--- src/common/lpmc_regs.vh ---
// register offsets, fields, reset values and timing counts of the low-power mode controller
`ifndef LPMC_REGS_VH
`define LPMC_REGS_VH
`define LPMC_CTRL_OFF 12'h000
`define LPMC_FSTART_OFF 12'h004
`define LPMC_WAKE_EN_OFF 12'h008
`define LPMC_DEBOUNCE_OFF 12'h00C
`define LPMC_STATUS_OFF 12'h010
`define LPMC_WAKE_CAUSE_OFF 12'h014
`define LPMC_PERIPH_OFF 12'h018
`define LPMC_CTRL_RST 32'h0000_0000
`define LPMC_FSTART_RST 32'h0000_0000
`define LPMC_WAKE_EN_RST 32'h0000_0000
`define LPMC_DEBOUNCE_RST 32'h0000_0000
`define LPMC_PERIPH_RST 32'h0000_0000
`define LPMC_CTRL_DEEP_BIT 0
`define LPMC_CTRL_XTAL_BIT 1
`define LPMC_CTRL_REG_DIS_BIT 2
`define LPMC_CTRL_CLKSRC_LSB 4
`define LPMC_FSTART_LP_BIT 16
`define LPMC_EN_MON_BIT 16
`define LPMC_EN_RTC_BIT 17
`define LPMC_EN_TICK_BIT 18
`define LPMC_EN_USB_BIT 19
`define LPMC_DEB_LSB 0
`define LPMC_DEB_W 8
// resynchronisation delay before wait mode takes effect, in ns
`define LPMC_RESYNC_NS 200
`define LPMC_CLK_NS 25
`define LPMC_RESYNC_CYC ((`LPMC_RESYNC_NS + `LPMC_CLK_NS - 1) / `LPMC_CLK_NS)
// supply ramp wait on wake, in ns (start-up under 100 us, shortest count kept at 1 cycle at least)
`define LPMC_RAMP_NS 100000
`define LPMC_RAMP_CYC (`LPMC_RAMP_NS / `LPMC_CLK_NS)
`endif

--- src/core/lpmc_top.v ---
// low-power mode controller: mode decode, clock and supply gating, wake sequencing, APB registers
//
// Overview of operation
// - wait-for-event with deep sleep enters backup
// - any enabled wake pin, supply monitor, RTC or tick alarm leaves backup (USB wake does not)
// - wake pins transition-triggered with configurable debounce
// - backup keeps slow domain, core supply off
// - software picks RC or crystal slow clock
// - regulator output pulled to ground in backup
// - I/O held in backup, pulled-up inputs after
// - wait stops core, peripheral, memory clocks
// - wait-for-event with low-power select and deep sleep clear enters wait
// - fast-start pins, RTC and tick alarms, USB wake wait
// - sleep stops only the core clock
// - sleep on wfi, or on wfe with both selects clear
// - wfi wakes on interrupt, wfe on event
// - active clock source chosen, peripherals gated
// - regulator disable separate from backup
// - wake sequence re-enables core and SRAM supply
// - fast start restarts RC, switches clock, core
`timescale 1ns/1ps
`include "lpmc_regs.vh"
module lpmc_top (
    pclk,
    presetn,
    psel,
    penable,
    pwrite,
    paddr,
    pwdata,
    prdata,
    pready,
    pslverr,
    wfe_req,
    wfi_req,
    irq_pending,
    event_in,
    wake_pins,
    supply_monitor_alarm,
    rtc_alarm,
    tick_timer_alarm,
    usb_wake,
    core_clk_en,
    periph_clk_en,
    mem_clk_en,
    core_supply_on,
    sram_supply_on,
    regulator_on,
    regulator_pulldown,
    slow_clk_xtal,
    fast_rc_enable,
    main_clk_sel,
    backup_reset,
    io_hold,
    io_pullup_in,
    mode
);
    input wire pclk;
    input wire presetn;
    input wire psel;
    input wire penable;
    input wire pwrite;
    input wire [11:0] paddr;
    input wire [31:0] pwdata;
    output reg [31:0] prdata;
    output wire pready;
    output wire pslverr;
    input wire wfe_req;
    input wire wfi_req;
    input wire irq_pending;
    input wire event_in;
    input wire [15:0] wake_pins;
    input wire supply_monitor_alarm;
    input wire rtc_alarm;
    input wire tick_timer_alarm;
    input wire usb_wake;
    output reg core_clk_en;
    output reg [31:0] periph_clk_en;
    output reg mem_clk_en;
    output reg core_supply_on;
    output reg sram_supply_on;
    output reg regulator_on;
    output reg regulator_pulldown;
    output reg slow_clk_xtal;
    output reg fast_rc_enable;
    output reg [1:0] main_clk_sel;
    output reg backup_reset;
    output reg io_hold;
    output reg io_pullup_in;
    output reg [2:0] mode;

    // one-hot states
    localparam ST_ACTIVE = 7'b0000001;
    localparam ST_RESYNC = 7'b0000010;
    localparam ST_WAIT = 7'b0000100;
    localparam ST_SLEEP = 7'b0001000;
    localparam ST_BACKUP = 7'b0010000;
    localparam ST_RAMP = 7'b0100000;
    localparam ST_RESTART = 7'b1000000;
    localparam [16:0] RESYNC_CYC = `LPMC_RESYNC_CYC;
    localparam [16:0] RAMP_CYC = `LPMC_RAMP_CYC;
    localparam [1:0] CLK_FAST_RC = 2'h0;

    reg [31:0] ctrl_reg;
    reg [31:0] fstart_reg;
    reg [31:0] wake_en_reg;
    reg [31:0] deb_reg;
    reg [31:0] periph_reg;
    reg [31:0] cause_reg;
    reg [6:0] state_reg;
    reg [16:0] cnt_reg;
    reg sleep_by_wfi_reg;
    reg [4:0] sync1_reg;
    reg [4:0] sync2_reg;

    wire [15:0] pin_level;
    wire [15:0] pin_change;
    wire wr_en;
    wire rd_en;
    wire addr_ok;
    wire deep_sleep_select;
    wire low_power_select;
    wire monitor_s;
    wire rtc_s;
    wire tick_s;
    wire usb_s;
    wire evt_s;
    wire backup_wake;
    wire fast_wake;
    wire [31:0] status_word;

    ////////////////////////////////////////////////////////////////////////////////
    // input synchronisers; sleep requests come from core logic on pclk and need none
    always @(posedge pclk or negedge presetn) begin
        if (!presetn) begin
            sync1_reg <= 5'h00;
            sync2_reg <= 5'h00;
        end else begin
            sync1_reg <= {event_in, usb_wake, tick_timer_alarm, rtc_alarm, supply_monitor_alarm};
            sync2_reg <= sync1_reg;
        end
    end
    assign monitor_s = sync2_reg[0];
    assign rtc_s = sync2_reg[1];
    assign tick_s = sync2_reg[2];
    assign usb_s = sync2_reg[3];
    assign evt_s = sync2_reg[4];

    genvar gi;
    generate
        for (gi = 0; gi < 16; gi = gi + 1) begin : g_pin
            lpmc_wake_filter u_filt (
                .pclk(pclk),
                .presetn(presetn),
                .pin(wake_pins[gi]),
                .deb_len(deb_reg[`LPMC_DEB_LSB +: `LPMC_DEB_W]),
                .level(pin_level[gi]),
                .change(pin_change[gi])
            );
        end
    endgenerate

    // backup exits on a debounced level transition of an enabled pin
    assign backup_wake = (|(pin_change & wake_en_reg[15:0])) |
        (monitor_s & wake_en_reg[`LPMC_EN_MON_BIT]) |
        (rtc_s & wake_en_reg[`LPMC_EN_RTC_BIT]) |
        (tick_s & wake_en_reg[`LPMC_EN_TICK_BIT]);
    // fast start inputs are low-level active
    assign fast_wake = (|(~pin_level & fstart_reg[15:0])) |
        (rtc_s & wake_en_reg[`LPMC_EN_RTC_BIT]) |
        (tick_s & wake_en_reg[`LPMC_EN_TICK_BIT]) |
        (usb_s & wake_en_reg[`LPMC_EN_USB_BIT]);

    assign deep_sleep_select = ctrl_reg[`LPMC_CTRL_DEEP_BIT];
    assign low_power_select = fstart_reg[`LPMC_FSTART_LP_BIT];

    ////////////////////////////////////////////////////////////////////////////////
    // APB slave, zero wait states
    assign pready = 1'b1;
    assign addr_ok = (paddr == `LPMC_CTRL_OFF) || (paddr == `LPMC_FSTART_OFF) ||
        (paddr == `LPMC_WAKE_EN_OFF) || (paddr == `LPMC_DEBOUNCE_OFF) ||
        (paddr == `LPMC_STATUS_OFF) || (paddr == `LPMC_WAKE_CAUSE_OFF) ||
        (paddr == `LPMC_PERIPH_OFF);
    assign pslverr = psel & penable & ~addr_ok;
    assign wr_en = psel & penable & pwrite & addr_ok;
    assign rd_en = psel & ~penable & ~pwrite;
    assign status_word = {16'h0000, pin_level[15:9], state_reg, fast_rc_enable, core_supply_on};

    always @(posedge pclk or negedge presetn) begin
        if (!presetn) begin
            ctrl_reg <= `LPMC_CTRL_RST;
            fstart_reg <= `LPMC_FSTART_RST;
            wake_en_reg <= `LPMC_WAKE_EN_RST;
            deb_reg <= `LPMC_DEBOUNCE_RST;
            periph_reg <= `LPMC_PERIPH_RST;
            prdata <= 32'h0000_0000;
        end else begin
            if (wr_en) begin
                case (paddr)
                    `LPMC_CTRL_OFF: ctrl_reg <= pwdata;
                    `LPMC_FSTART_OFF: fstart_reg <= pwdata;
                    `LPMC_WAKE_EN_OFF: wake_en_reg <= pwdata;
                    `LPMC_DEBOUNCE_OFF: deb_reg <= pwdata;
                    `LPMC_PERIPH_OFF: periph_reg <= pwdata;
                    default: ctrl_reg <= ctrl_reg;
                endcase
            end
            // read data is latched in the setup cycle so it comes from a flop
            if (rd_en) begin
                case (paddr)
                    `LPMC_CTRL_OFF: prdata <= ctrl_reg;
                    `LPMC_FSTART_OFF: prdata <= fstart_reg;
                    `LPMC_WAKE_EN_OFF: prdata <= wake_en_reg;
                    `LPMC_DEBOUNCE_OFF: prdata <= deb_reg;
                    `LPMC_STATUS_OFF: prdata <= status_word;
                    `LPMC_WAKE_CAUSE_OFF: prdata <= cause_reg;
                    `LPMC_PERIPH_OFF: prdata <= periph_reg;
                    default: prdata <= 32'h0000_0000;
                endcase
            end
        end
    end

    ////////////////////////////////////////////////////////////////////////////////
    // mode sequencer
    always @(posedge pclk or negedge presetn) begin
        if (!presetn) begin
            state_reg <= ST_ACTIVE;
            cnt_reg <= 17'h00000;
            sleep_by_wfi_reg <= 1'b0;
            cause_reg <= 32'h0000_0000;
            backup_reset <= 1'b0;
        end else begin
            backup_reset <= 1'b0;
            // cause bits are sticky; a new wake wins over a software clear
            if (wr_en && paddr == `LPMC_WAKE_CAUSE_OFF) begin
                cause_reg <= cause_reg & ~pwdata;
            end
            case (state_reg)
                ST_ACTIVE: begin
                    if (wfe_req && deep_sleep_select) begin
                        state_reg <= ST_BACKUP;
                    end else if (wfe_req && low_power_select) begin
                        state_reg <= ST_RESYNC;
                        cnt_reg <= RESYNC_CYC;
                    end else if (wfe_req || wfi_req) begin
                        state_reg <= ST_SLEEP;
                        sleep_by_wfi_reg <= wfi_req & ~wfe_req;
                    end
                end
                ST_RESYNC: begin
                    // main clock resynchronisation before wait truly takes effect
                    if (cnt_reg <= 17'h00001) begin
                        state_reg <= ST_WAIT;
                    end else begin
                        cnt_reg <= cnt_reg - 17'h00001;
                    end
                end
                ST_WAIT: begin
                    if (fast_wake) begin
                        state_reg <= ST_RESTART;
                        cause_reg <= cause_reg | {16'h0001, 16'h0000};
                    end
                end
                ST_SLEEP: begin
                    if (sleep_by_wfi_reg ? irq_pending : (irq_pending | evt_s | fast_wake)) begin
                        state_reg <= ST_ACTIVE;
                    end
                end
                ST_BACKUP: begin
                    if (backup_wake) begin
                        state_reg <= ST_RAMP;
                        cnt_reg <= RAMP_CYC;
                        cause_reg <= cause_reg | {13'h0000, tick_s, rtc_s, monitor_s, pin_change};
                    end
                end
                ST_RAMP: begin
                    if (cnt_reg <= 17'h00001) begin
                        state_reg <= ST_RESTART;
                        backup_reset <= 1'b1; // core comes back through reset
                    end else begin
                        cnt_reg <= cnt_reg - 17'h00001;
                    end
                end
                ST_RESTART: begin
                    state_reg <= ST_ACTIVE;
                end
                default: state_reg <= ST_ACTIVE;
            endcase
        end
    end

    ////////////////////////////////////////////////////////////////////////////////
    // clock, supply and I/O outputs, all registered
    always @(posedge pclk or negedge presetn) begin
        if (!presetn) begin
            core_clk_en <= 1'b1;
            periph_clk_en <= 32'h0000_0000;
            mem_clk_en <= 1'b1;
            core_supply_on <= 1'b1;
            sram_supply_on <= 1'b1;
            regulator_on <= 1'b1;
            regulator_pulldown <= 1'b0;
            slow_clk_xtal <= 1'b0;
            fast_rc_enable <= 1'b1;
            main_clk_sel <= CLK_FAST_RC;
            io_hold <= 1'b0;
            io_pullup_in <= 1'b1;
            mode <= 3'h0;
        end else begin
            slow_clk_xtal <= ctrl_reg[`LPMC_CTRL_XTAL_BIT];
            main_clk_sel <= ctrl_reg[`LPMC_CTRL_CLKSRC_LSB +: 2];
            periph_clk_en <= periph_reg;
            core_clk_en <= 1'b1;
            mem_clk_en <= 1'b1;
            fast_rc_enable <= 1'b1;
            core_supply_on <= 1'b1;
            sram_supply_on <= 1'b1;
            regulator_on <= ~ctrl_reg[`LPMC_CTRL_REG_DIS_BIT];
            regulator_pulldown <= 1'b0;
            io_hold <= 1'b0;
            mode <= 3'h0;
            case (state_reg)
                ST_RESYNC: begin
                    fast_rc_enable <= 1'b0;
                end
                ST_WAIT: begin
                    core_clk_en <= 1'b0;
                    mem_clk_en <= 1'b0;
                    periph_clk_en <= 32'h0000_0000;
                    fast_rc_enable <= 1'b0;
                    mode <= 3'h2;
                end
                ST_SLEEP: begin
                    core_clk_en <= 1'b0;
                    mode <= 3'h4;
                end
                ST_BACKUP: begin
                    core_clk_en <= 1'b0;
                    mem_clk_en <= 1'b0;
                    periph_clk_en <= 32'h0000_0000;
                    fast_rc_enable <= 1'b0;
                    core_supply_on <= 1'b0;
                    sram_supply_on <= 1'b0;
                    regulator_on <= 1'b0;
                    regulator_pulldown <= 1'b1;
                    io_hold <= 1'b1;
                    io_pullup_in <= 1'b0;
                    mode <= 3'h1;
                end
                ST_RAMP: begin
                    core_clk_en <= 1'b0;
                    mem_clk_en <= 1'b0;
                    periph_clk_en <= 32'h0000_0000;
                    io_hold <= 1'b1;
                    regulator_on <= 1'b1;
                end
                ST_RESTART: begin
                    main_clk_sel <= CLK_FAST_RC;
                    io_hold <= 1'b0;
                end
                default: begin
                    core_clk_en <= 1'b1;
                end
            endcase
            if (backup_reset) begin
                io_pullup_in <= 1'b1;
            end
        end
    end
endmodule

--- src/core/lpmc_wake_filter.v ---
// one wake pin: two-flop synchroniser, debounce filter, level-transition detect
`timescale 1ns/1ps
module lpmc_wake_filter (
    pclk,
    presetn,
    pin,
    deb_len,
    level,
    change
);
    input wire pclk;
    input wire presetn;
    input wire pin;
    input wire [7:0] deb_len;
    output reg level;
    output wire change;

    reg sync1_reg;
    reg sync2_reg;
    reg [7:0] cnt_reg;
    reg level_d_reg;

    always @(posedge pclk or negedge presetn) begin
        if (!presetn) begin
            sync1_reg <= 1'b1;
            sync2_reg <= 1'b1;
            cnt_reg <= 8'h00;
            level <= 1'b1;
            level_d_reg <= 1'b1;
        end else begin
            sync1_reg <= pin;
            sync2_reg <= sync1_reg;
            level_d_reg <= level;
            // a new level must hold for deb_len plus one cycles before it is believed
            if (sync2_reg == level) begin
                cnt_reg <= 8'h00;
            end else if (cnt_reg >= deb_len) begin
                level <= sync2_reg;
                cnt_reg <= 8'h00;
            end else begin
                cnt_reg <= cnt_reg + 8'h01;
            end
        end
    end

    assign change = level ^ level_d_reg;
endmodule

--- config.mk ---
export PLATFORM = sky130hd
export DESIGN_NAME = lpmc_top
export DESIGN_NICKNAME = d
export VERILOG_FILES = /design/src/core/lpmc_top.v /design/src/core/lpmc_wake_filter.v
export VERILOG_INCLUDE_DIRS = /design/src /design/src/common
export SDC_FILE = /design/constraint.sdc
export NUM_CORES = 1
export LEC_CHECK = 0
export BUFFER_PORTS_ARGS = -buffer_cell sky130_fd_sc_hd__buf_2
export CELL_PAD_IN_SITES_DETAIL_PLACEMENT = 1
export CELL_PAD_IN_SITES_GLOBAL_PLACEMENT = 1
export CORE_ASPECT_RATIO = 1.25
export CORE_MARGIN = 4
export CORE_UTILIZATION = 50
export DETAILED_ROUTE_END_ITERATION = 6
export PLACE_DENSITY_LB_ADDON = 0.1
export SLEW_MARGIN = 20
export SYNTH_ARGS = -nofsm -noshare
export SYNTH_HDL_FRONTEND = slang
export SYNTH_SLANG_ARGS = --single-unit
--- constraint.sdc ---
create_clock -name pclk -period 3.5 [get_ports pclk]
set_input_delay 0.525 -clock pclk [delete_from_list [all_inputs] [get_ports pclk]]
set_output_delay 0.525 -clock pclk [all_outputs]
set_load 0.05 [all_outputs]
==> flow_summary.json, run 1 <==
{
  "worstPathArrival_ps": 3490,
  "clock-root-buffer": "clkbuf_16",
  "yosysSeqAreaShare": 0.5202,
  "postSynth.asyncResetShare": 1.000,
  "synth_top_cell_area_share": 0.4428,
  "ant_nets": 0,
  "endpoint_kind": "flip-flop",
  "ff2ff_setup_slack_ps": 480,
  "synth_edf_count": 0,
  "port_buffers": 153,
  "required_ps": 3970,
  "whs_ps": -8.961,
  "clock_power_share": 0.454,
  "area.growth.synth_to_final_pct": 15.79,
  "cp_max_fo": 13,
  "crit_type": "reg2reg",
  "antenna_found_initial": 3,
  "syn_avg_cell_area_um2": 11.44,
  "outcome": "finished, violations left",
  "design_area_mm2": 0.02788,
  "yosys.area.top_type": "dfrtp_1",
  "dieArea_mm2": 0.05175,
  "fmax_mhz": 331.2,
  "fin_util": 0.5877,
  "wl_mm": 69.41,
  "grt_setup_unrepaired": "false",
  "fp-row-count": 89,
  "layoutNonFillerInstCount": 3010,
  "power_mw": 12.14,
  "avgRoutedWirePerCell_um": 23.06,
  "syn_nets": 2323,
  "netSwitchingFraction": 0.2369,
  "hold_viol_final": 5,
  "drtPass1Iterations": 5,
  "start_util": 0.5075,
  "slew_headroom": 0.3747,
  "place_congestion": 0.8376,
  "comb_power_share": 0.053,
  "post-synth-top-count-cell": "dfrtp_1",
  "ys.warnings.count": 0,
  "setup_viol": 0,
  "cts_tree": "yes",
  "cap_violations": 0,
  "seq_power_share": 0.494,
  "p_leak_nw": 14.28,
  "largest_reg_flops": 128,
  "cts_htree_levels": 2,
  "die_w_um": 204.3,
  "cts_resized": 0,
  "coreArea_mm2": 0.04744,
  "tns_ps": 0,
  "via_per_inst": 5.835,
  "yosys-top-cells-area": "dfrtp_1 44%, dfstp_2 7.7%, ha_1 7.6%, mux2_2 5.5%, nor2_1 3.3%",
  "fill_cells": 5040,
  "clkTransAtPathRegs_ps": 60,
  "ys_ff_latch": 497,
  "cts_buffer_depth": 3,
  "dp.cells": 2897,
  "grt_usage": 0.2675,
  "clk_latency_ps": 620,
  "drt_iter0_drc": 798,
  "p_sw_mw": 2.875,
  "vias": 17563,
  "placed_area_mm2": 0.02603,
  "gr-total-overflow": 0,
  "ir_drop_v": 0.0003518,
  "cts.sinks": 497,
  "nets": 2549,
  "numCtsBuffers": 52,
  "period_share": 0.8626,
  "intPower_mw": 9.261,
  "drive_gt1_frac": 0.2345,
  "drc_errors": 0,
  "setup_slack_ps": 481.0,
  "grt_pass1_vias": 19240,
  "ys.flop_type": "dfrtp_1",
  "cp-start-kind": "flip-flop",
  "syn_inst": 2104,
  "die_h_um": 253.3,
  "io_pins": 155,
  "syn_area_mm2": 0.02408,
  "synthTopCellsByCount": "426 x dfrtp_1, 214 x nor2_1, 146 x ha_1",
  "violations": "negative hold slack",
  "period_needed_ps": 3019,
  "grt_pass1_wl_mm": 109.4,
  "grt_max_degree": 106,
  "hold_path.class": "in2async",
  "ys_types": 68,
  "tightest_slew_ps": 937.9,
  "dp_slack_ps": 369.0,
  "p_per_area_mw_per_mm2": 435.3,
  "drv_slew": 0,
  "post-dp-hpwl_mm": 46.56,
  "fin_worst_skew_ps": 31.67
}
-- layout make-up --
| class | instances | area (µm²) | share of cell area |
|---|---|---|---|
| Timing Repair Buffer | 240 | 1619 | 0.05808 |
| Clock inverter | 10 | 136.4 | 0.004892 |
| Clock buffer | 85 | 1545 | 0.05543 |
| Antenna cell | 2 | 5.005 | 0.0001795 |
| Inverter | 81 | 304.0 | 0.01091 |
| Tap cell | 637 | 797.0 | 0.02859 |
| Multi-Input combinational cell | 1458 | 10950 | 0.3926 |
| Sequential cell | 497 | 12530 | 0.4493 |
-- power groups by stage --
stage | clock network (mW) | logic [mW] | registers (mW)
2_1_floorplan | 0 | 0.274 | 6.09
4_1_cts | 5.62 | 0.653 | 5.99
3_3_place_gp | 0 | 0.607 | 6.09
5_1_grt | 5.88 | 0.724 | 6.00
6_report | 5.50 | 0.641 | 5.99
3_5_place_dp | 0 | 0.631 | 6.09
-- layout by cell type (no fill, tap or decap), types with 38 or more instances in the layout --
master     instances
clkbuf_16         52
ha_1             146
nor2_1           211
a31oi_1           39
dfstp_2           71
dfrtp_1          426
a21o_1            67
inv_1             81
a21oi_1           85
nand3_1          100
buf_2            152
buf_4             59
mux2_2           118
nand2_1           81
o21ai_0           46
xor2_1            91
xnor2_1           38
-- logic make-up (layout without fill, tap and decap cells) --
group | after synthesis | in the layout | share of synthesized area
AND/OR/NAND/NOR | 584 | 584 | 0.1188
adder cells (fa/ha/maj) | 146 | 146 | 0.07587
flip-flops | 497 | 497 | 0.5202
multiplexers | 186 | 186 | 0.08995
other | 1 | 3 | 0.0001558
AO/OA/AOI/OAI | 412 | 412 | 0.1210
XOR/XNOR | 129 | 129 | 0.04693
buffers and inverters | 149 | 416 | 0.02707
-- metal layers --
metal | GRT usage | share of wire
met5 | 0 | 0.00010
met3 | 0.04406 | 0.052
met4 | 0.08464 | 0.033
met1 | 0.3340 | 0.40
met2 | 0.4762 | 0.51
-- critical path: stages (launching register included) --
cell and delay, ps:
dfstp_2 650, nor2b_1 100, a2111oi_0 740, and4_1 490, a21o_1 200, buf_4 190, and2_1 140, buf_4 230
a31oi_1 130
-- worst paths after layout --
check                                                startpoint                                   end  cells past startpoint
max                          g_pin[10].u_filt.level$_DFFE_PN1P_             cause_reg[19]$_DFFE_PN0P_                      8
min reg2reg                g_pin[13].u_filt.sync1_reg$_DFF_PN1_  g_pin[13].u_filt.sync2_reg$_DFF_PN1_                      0
min in group pclk                                      event_in                sync1_reg[4]$_DFF_PN0_                      1
max in group asynchronous                               presetn  g_pin[14].u_filt.sync1_reg$_DFF_PN1_                      2
min                                                     presetn                cnt_reg[4]$_DFFE_PN0P_                      1
max reg2reg                  g_pin[10].u_filt.level$_DFFE_PN1P_             cause_reg[19]$_DFFE_PN0P_                      8
-- what timing repair did --
action	4_1_cts	5_1_grt
buffers inserted	0	0
hold buffers	16	0
hold endpoints to repair	16	0
No activity file was read; power rests on OpenSTA's default activity.
==> run 2, diff against run 1 <==
--- a/config.mk
+++ b/config.mk
@@ -7,13 +7,13 @@
 export NUM_CORES = 1
 export LEC_CHECK = 0
 export BUFFER_PORTS_ARGS = -buffer_cell sky130_fd_sc_hd__buf_2
-export CELL_PAD_IN_SITES_DETAIL_PLACEMENT = 1
+export CELL_PAD_IN_SITES_DETAIL_PLACEMENT = 0
 export CELL_PAD_IN_SITES_GLOBAL_PLACEMENT = 1
 export CORE_ASPECT_RATIO = 1.25
 export CORE_MARGIN = 4
 export CORE_UTILIZATION = 50
 export DETAILED_ROUTE_END_ITERATION = 6
-export PLACE_DENSITY_LB_ADDON = 0.1
+export PLACE_DENSITY = 0.81
 export SLEW_MARGIN = 20
 export SYNTH_ARGS = -nofsm -noshare
 export SYNTH_HDL_FRONTEND = slang
==> flow_summary.json, run 2 (synthesis results as in run 1) <==
{
  "slowest_stage": "dfstp_2",
  "fill_cells": 3974,
  "ff2ff_setup_slack_ps": 680,
  "die_h_um": 253.3,
  "netSwitchingFraction": 0.2308,
  "clock_power_share": 0.449,
  "final_common_cell": "dfrtp_1",
  "hold_path.class": "in2reg",
  "area.growth.synth_to_final_pct": 14.89,
  "drive_gt1_frac": 0.2337,
  "post-dp-hpwl_mm": 40.49,
  "cap_violations": 0,
  "hold_viol_final": 0,
  "cts.sinks": 497,
  "path_depth": 7,
  "drt_iter0_drc": 991,
  "rr_startpoint": "g_pin[12].u_filt.level$_DFFE_PN1P_",
  "fin_worst_skew_ps": 25.66,
  "port_buffers": 153,
  "p_per_area_mw_per_mm2": 432.1,
  "multi_input_area_mm2": 0.01095,
  "cp_max_fo": 13,
  "drtPass1Iterations": 6,
  "cts_buffer_depth": 3,
  "grt_setup_unrepaired": "false",
  "seq_power_share": 0.500,
  "ant_nets": 0,
  "postCtsSetupRepairBufs": 0,
  "grt_max_degree": 81,
  "cts_tree": "yes",
  "period_share": 0.8043,
  "fp-row-count": 89,
  "grt_pass1_wl_mm": 97.03,
  "nets": 2530,
  "crit_chain": "nor2b_1, a2111oi_0, and4_1, a21o_1, buf_4, nand3_1, o2bb2ai_1",
  "cp-startpoint": "g_pin[12].u_filt.level$_DFFE_PN1P_",
  "outcome": "finished, final reports clean",
  "comb_power_share": 0.051,
  "start_util": 0.5075,
  "vias": 16941,
  "dieArea_mm2": 0.05175,
  "wl_mm": 61.19,
  "hold_start": "wake_pins[5]",
  "cp-start-kind": "flip-flop",
  "period_needed_ps": 2815,
  "final_cell_mix": "426 x dfrtp_1, 211 x nor2_1, 152 x buf_2",
  "tightest_slew_ps": 1200,
  "cts_htree_levels": 2,
  "endpoint_kind": "flip-flop",
  "ir_drop_v": 0.0003262,
  "die_w_um": 204.3,
  "clkTransAtPathRegs_ps": 60,
  "worstPathArrival_ps": 3280,
  "slowest_delay_ps": 640,
  "fmax_mhz": 355.2,
  "tns_ps": 0,
  "slew_headroom": 0.1989,
  "setup_viol": 0,
  "intPower_mw": 9.193,
  "drv_slew": 0,
  "crit_type": "reg2reg",
  "crit_family": "compound AO/OA/AOI/OAI gates",
  "numCtsBuffers": 51,
  "coreArea_mm2": 0.04744,
  "r2r_end": "cause_reg[8]$_DFFE_PN0P_",
  "largest_reg_flops": 128,
  "clock-root-buffer": "clkbuf_16",
  "grt_usage": 0.2365,
  "seq_area_mm2": 0.01253,
  "p_sw_mw": 2.759,
  "gr-total-overflow": 0,
  "required_ps": 3970,
  "power_mw": 11.95,
  "place_congestion": 0.8298,
  "avgRoutedWirePerCell_um": 20.45,
  "p_leak_nw": 14.20,
  "io_pins": 155,
  "antenna_found_initial": 3,
  "grt_pass1_vias": 17473,
  "endpoint": "cause_reg[8]$_DFFE_PN0P_",
  "reg2reg_depth": 7,
  "drc_errors": 0,
  "clk_latency_ps": 600,
  "worst-path-buf-inv": 1,
  "via_per_inst": 5.662
}
[run 2: worst min path at each step]
stage,to,slack [ps],cells past startpoint
5_1_grt,sync1_reg[2]$_DFF_PN0_,9,1
6_report,g_pin[5].u_filt.sync1_reg$_DFF_PN1_,40,1
3_3_place_gp,sync2_reg[1]$_DFF_PN0_,340,0
2_1_floorplan,backup_reset$_DFF_PN0_,230,0
3_5_place_dp,sync2_reg[3]$_DFF_PN0_,340,0
4_1_cts,g_pin[7].u_filt.sync1_reg$_DFF_PN1_,0.2,1
[run 2: layout make-up]
class | instances | area share
Sequential cell | 497 | 0.4528
Multi-Input combinational cell | 1458 | 0.3957
Clock buffer | 82 | 0.05622
Timing Repair Buffer | 222 | 0.05202
Tap cell | 637 | 0.02881
Inverter | 81 | 0.01099
Clock inverter | 13 | 0.003257
Antenna cell | 2 | 0.0001809
[run 2: layer usage]
metal,up-vias,part of all wire,track usage
met2,461,0.48,0.4006
met1,8424,0.42,0.3057
li1,7925,-,-
met4,4,0.043,0.09288
met3,127,0.055,0.03894
met5,-,0.00044,0
[run 2: through the flow]
stage | instance area, µm² | util | hold slack, ps | std cells | setup slack [ps]
floorplan | 24080 | - | 229.4 | 2104 | 988.4
global placement | 25930 | 0.5466 | 336.6 | 2887 | 474.8
detailed placement | 25930 | 0.5466 | 336.2 | 2887 | 434.1
CTS | 27660 | 0.5830 | 0.2314 | 2990 | 734.3
global route | 27660 | 0.5830 | 8.582 | 2990 | 575.6
finish | 27660 | 0.5831 | 36.37 | 2992 | 685.0
[run 2: what timing repair did]
item / CTS / global route
endpoints found under the hold margin: 72 / 0
hold buffers: 8 / 0
setup endpoints to repair: 0 / 0
resized for setup: 0 / 0
[run 2: worst reg2reg max path, stage by stage, from the launching register on]
cell and delay [ps]:
dfstp_2 640, nor2b_1 100, a2111oi_0 570, and4_1 460
a21o_1 370, buf_4 300, nand3_1 120, o2bb2ai_1 140
[run 2: power groups by stage]
stage	registers, mW	clock network (mW)	logic, mW
2_1_floorplan	6.09	0	0.274
3_3_place_gp	6.08	0	0.593
3_5_place_dp	6.08	0	0.609
4_1_cts	5.98	5.49	0.621
5_1_grt	6.00	5.71	0.694
6_report	5.98	5.36	0.608
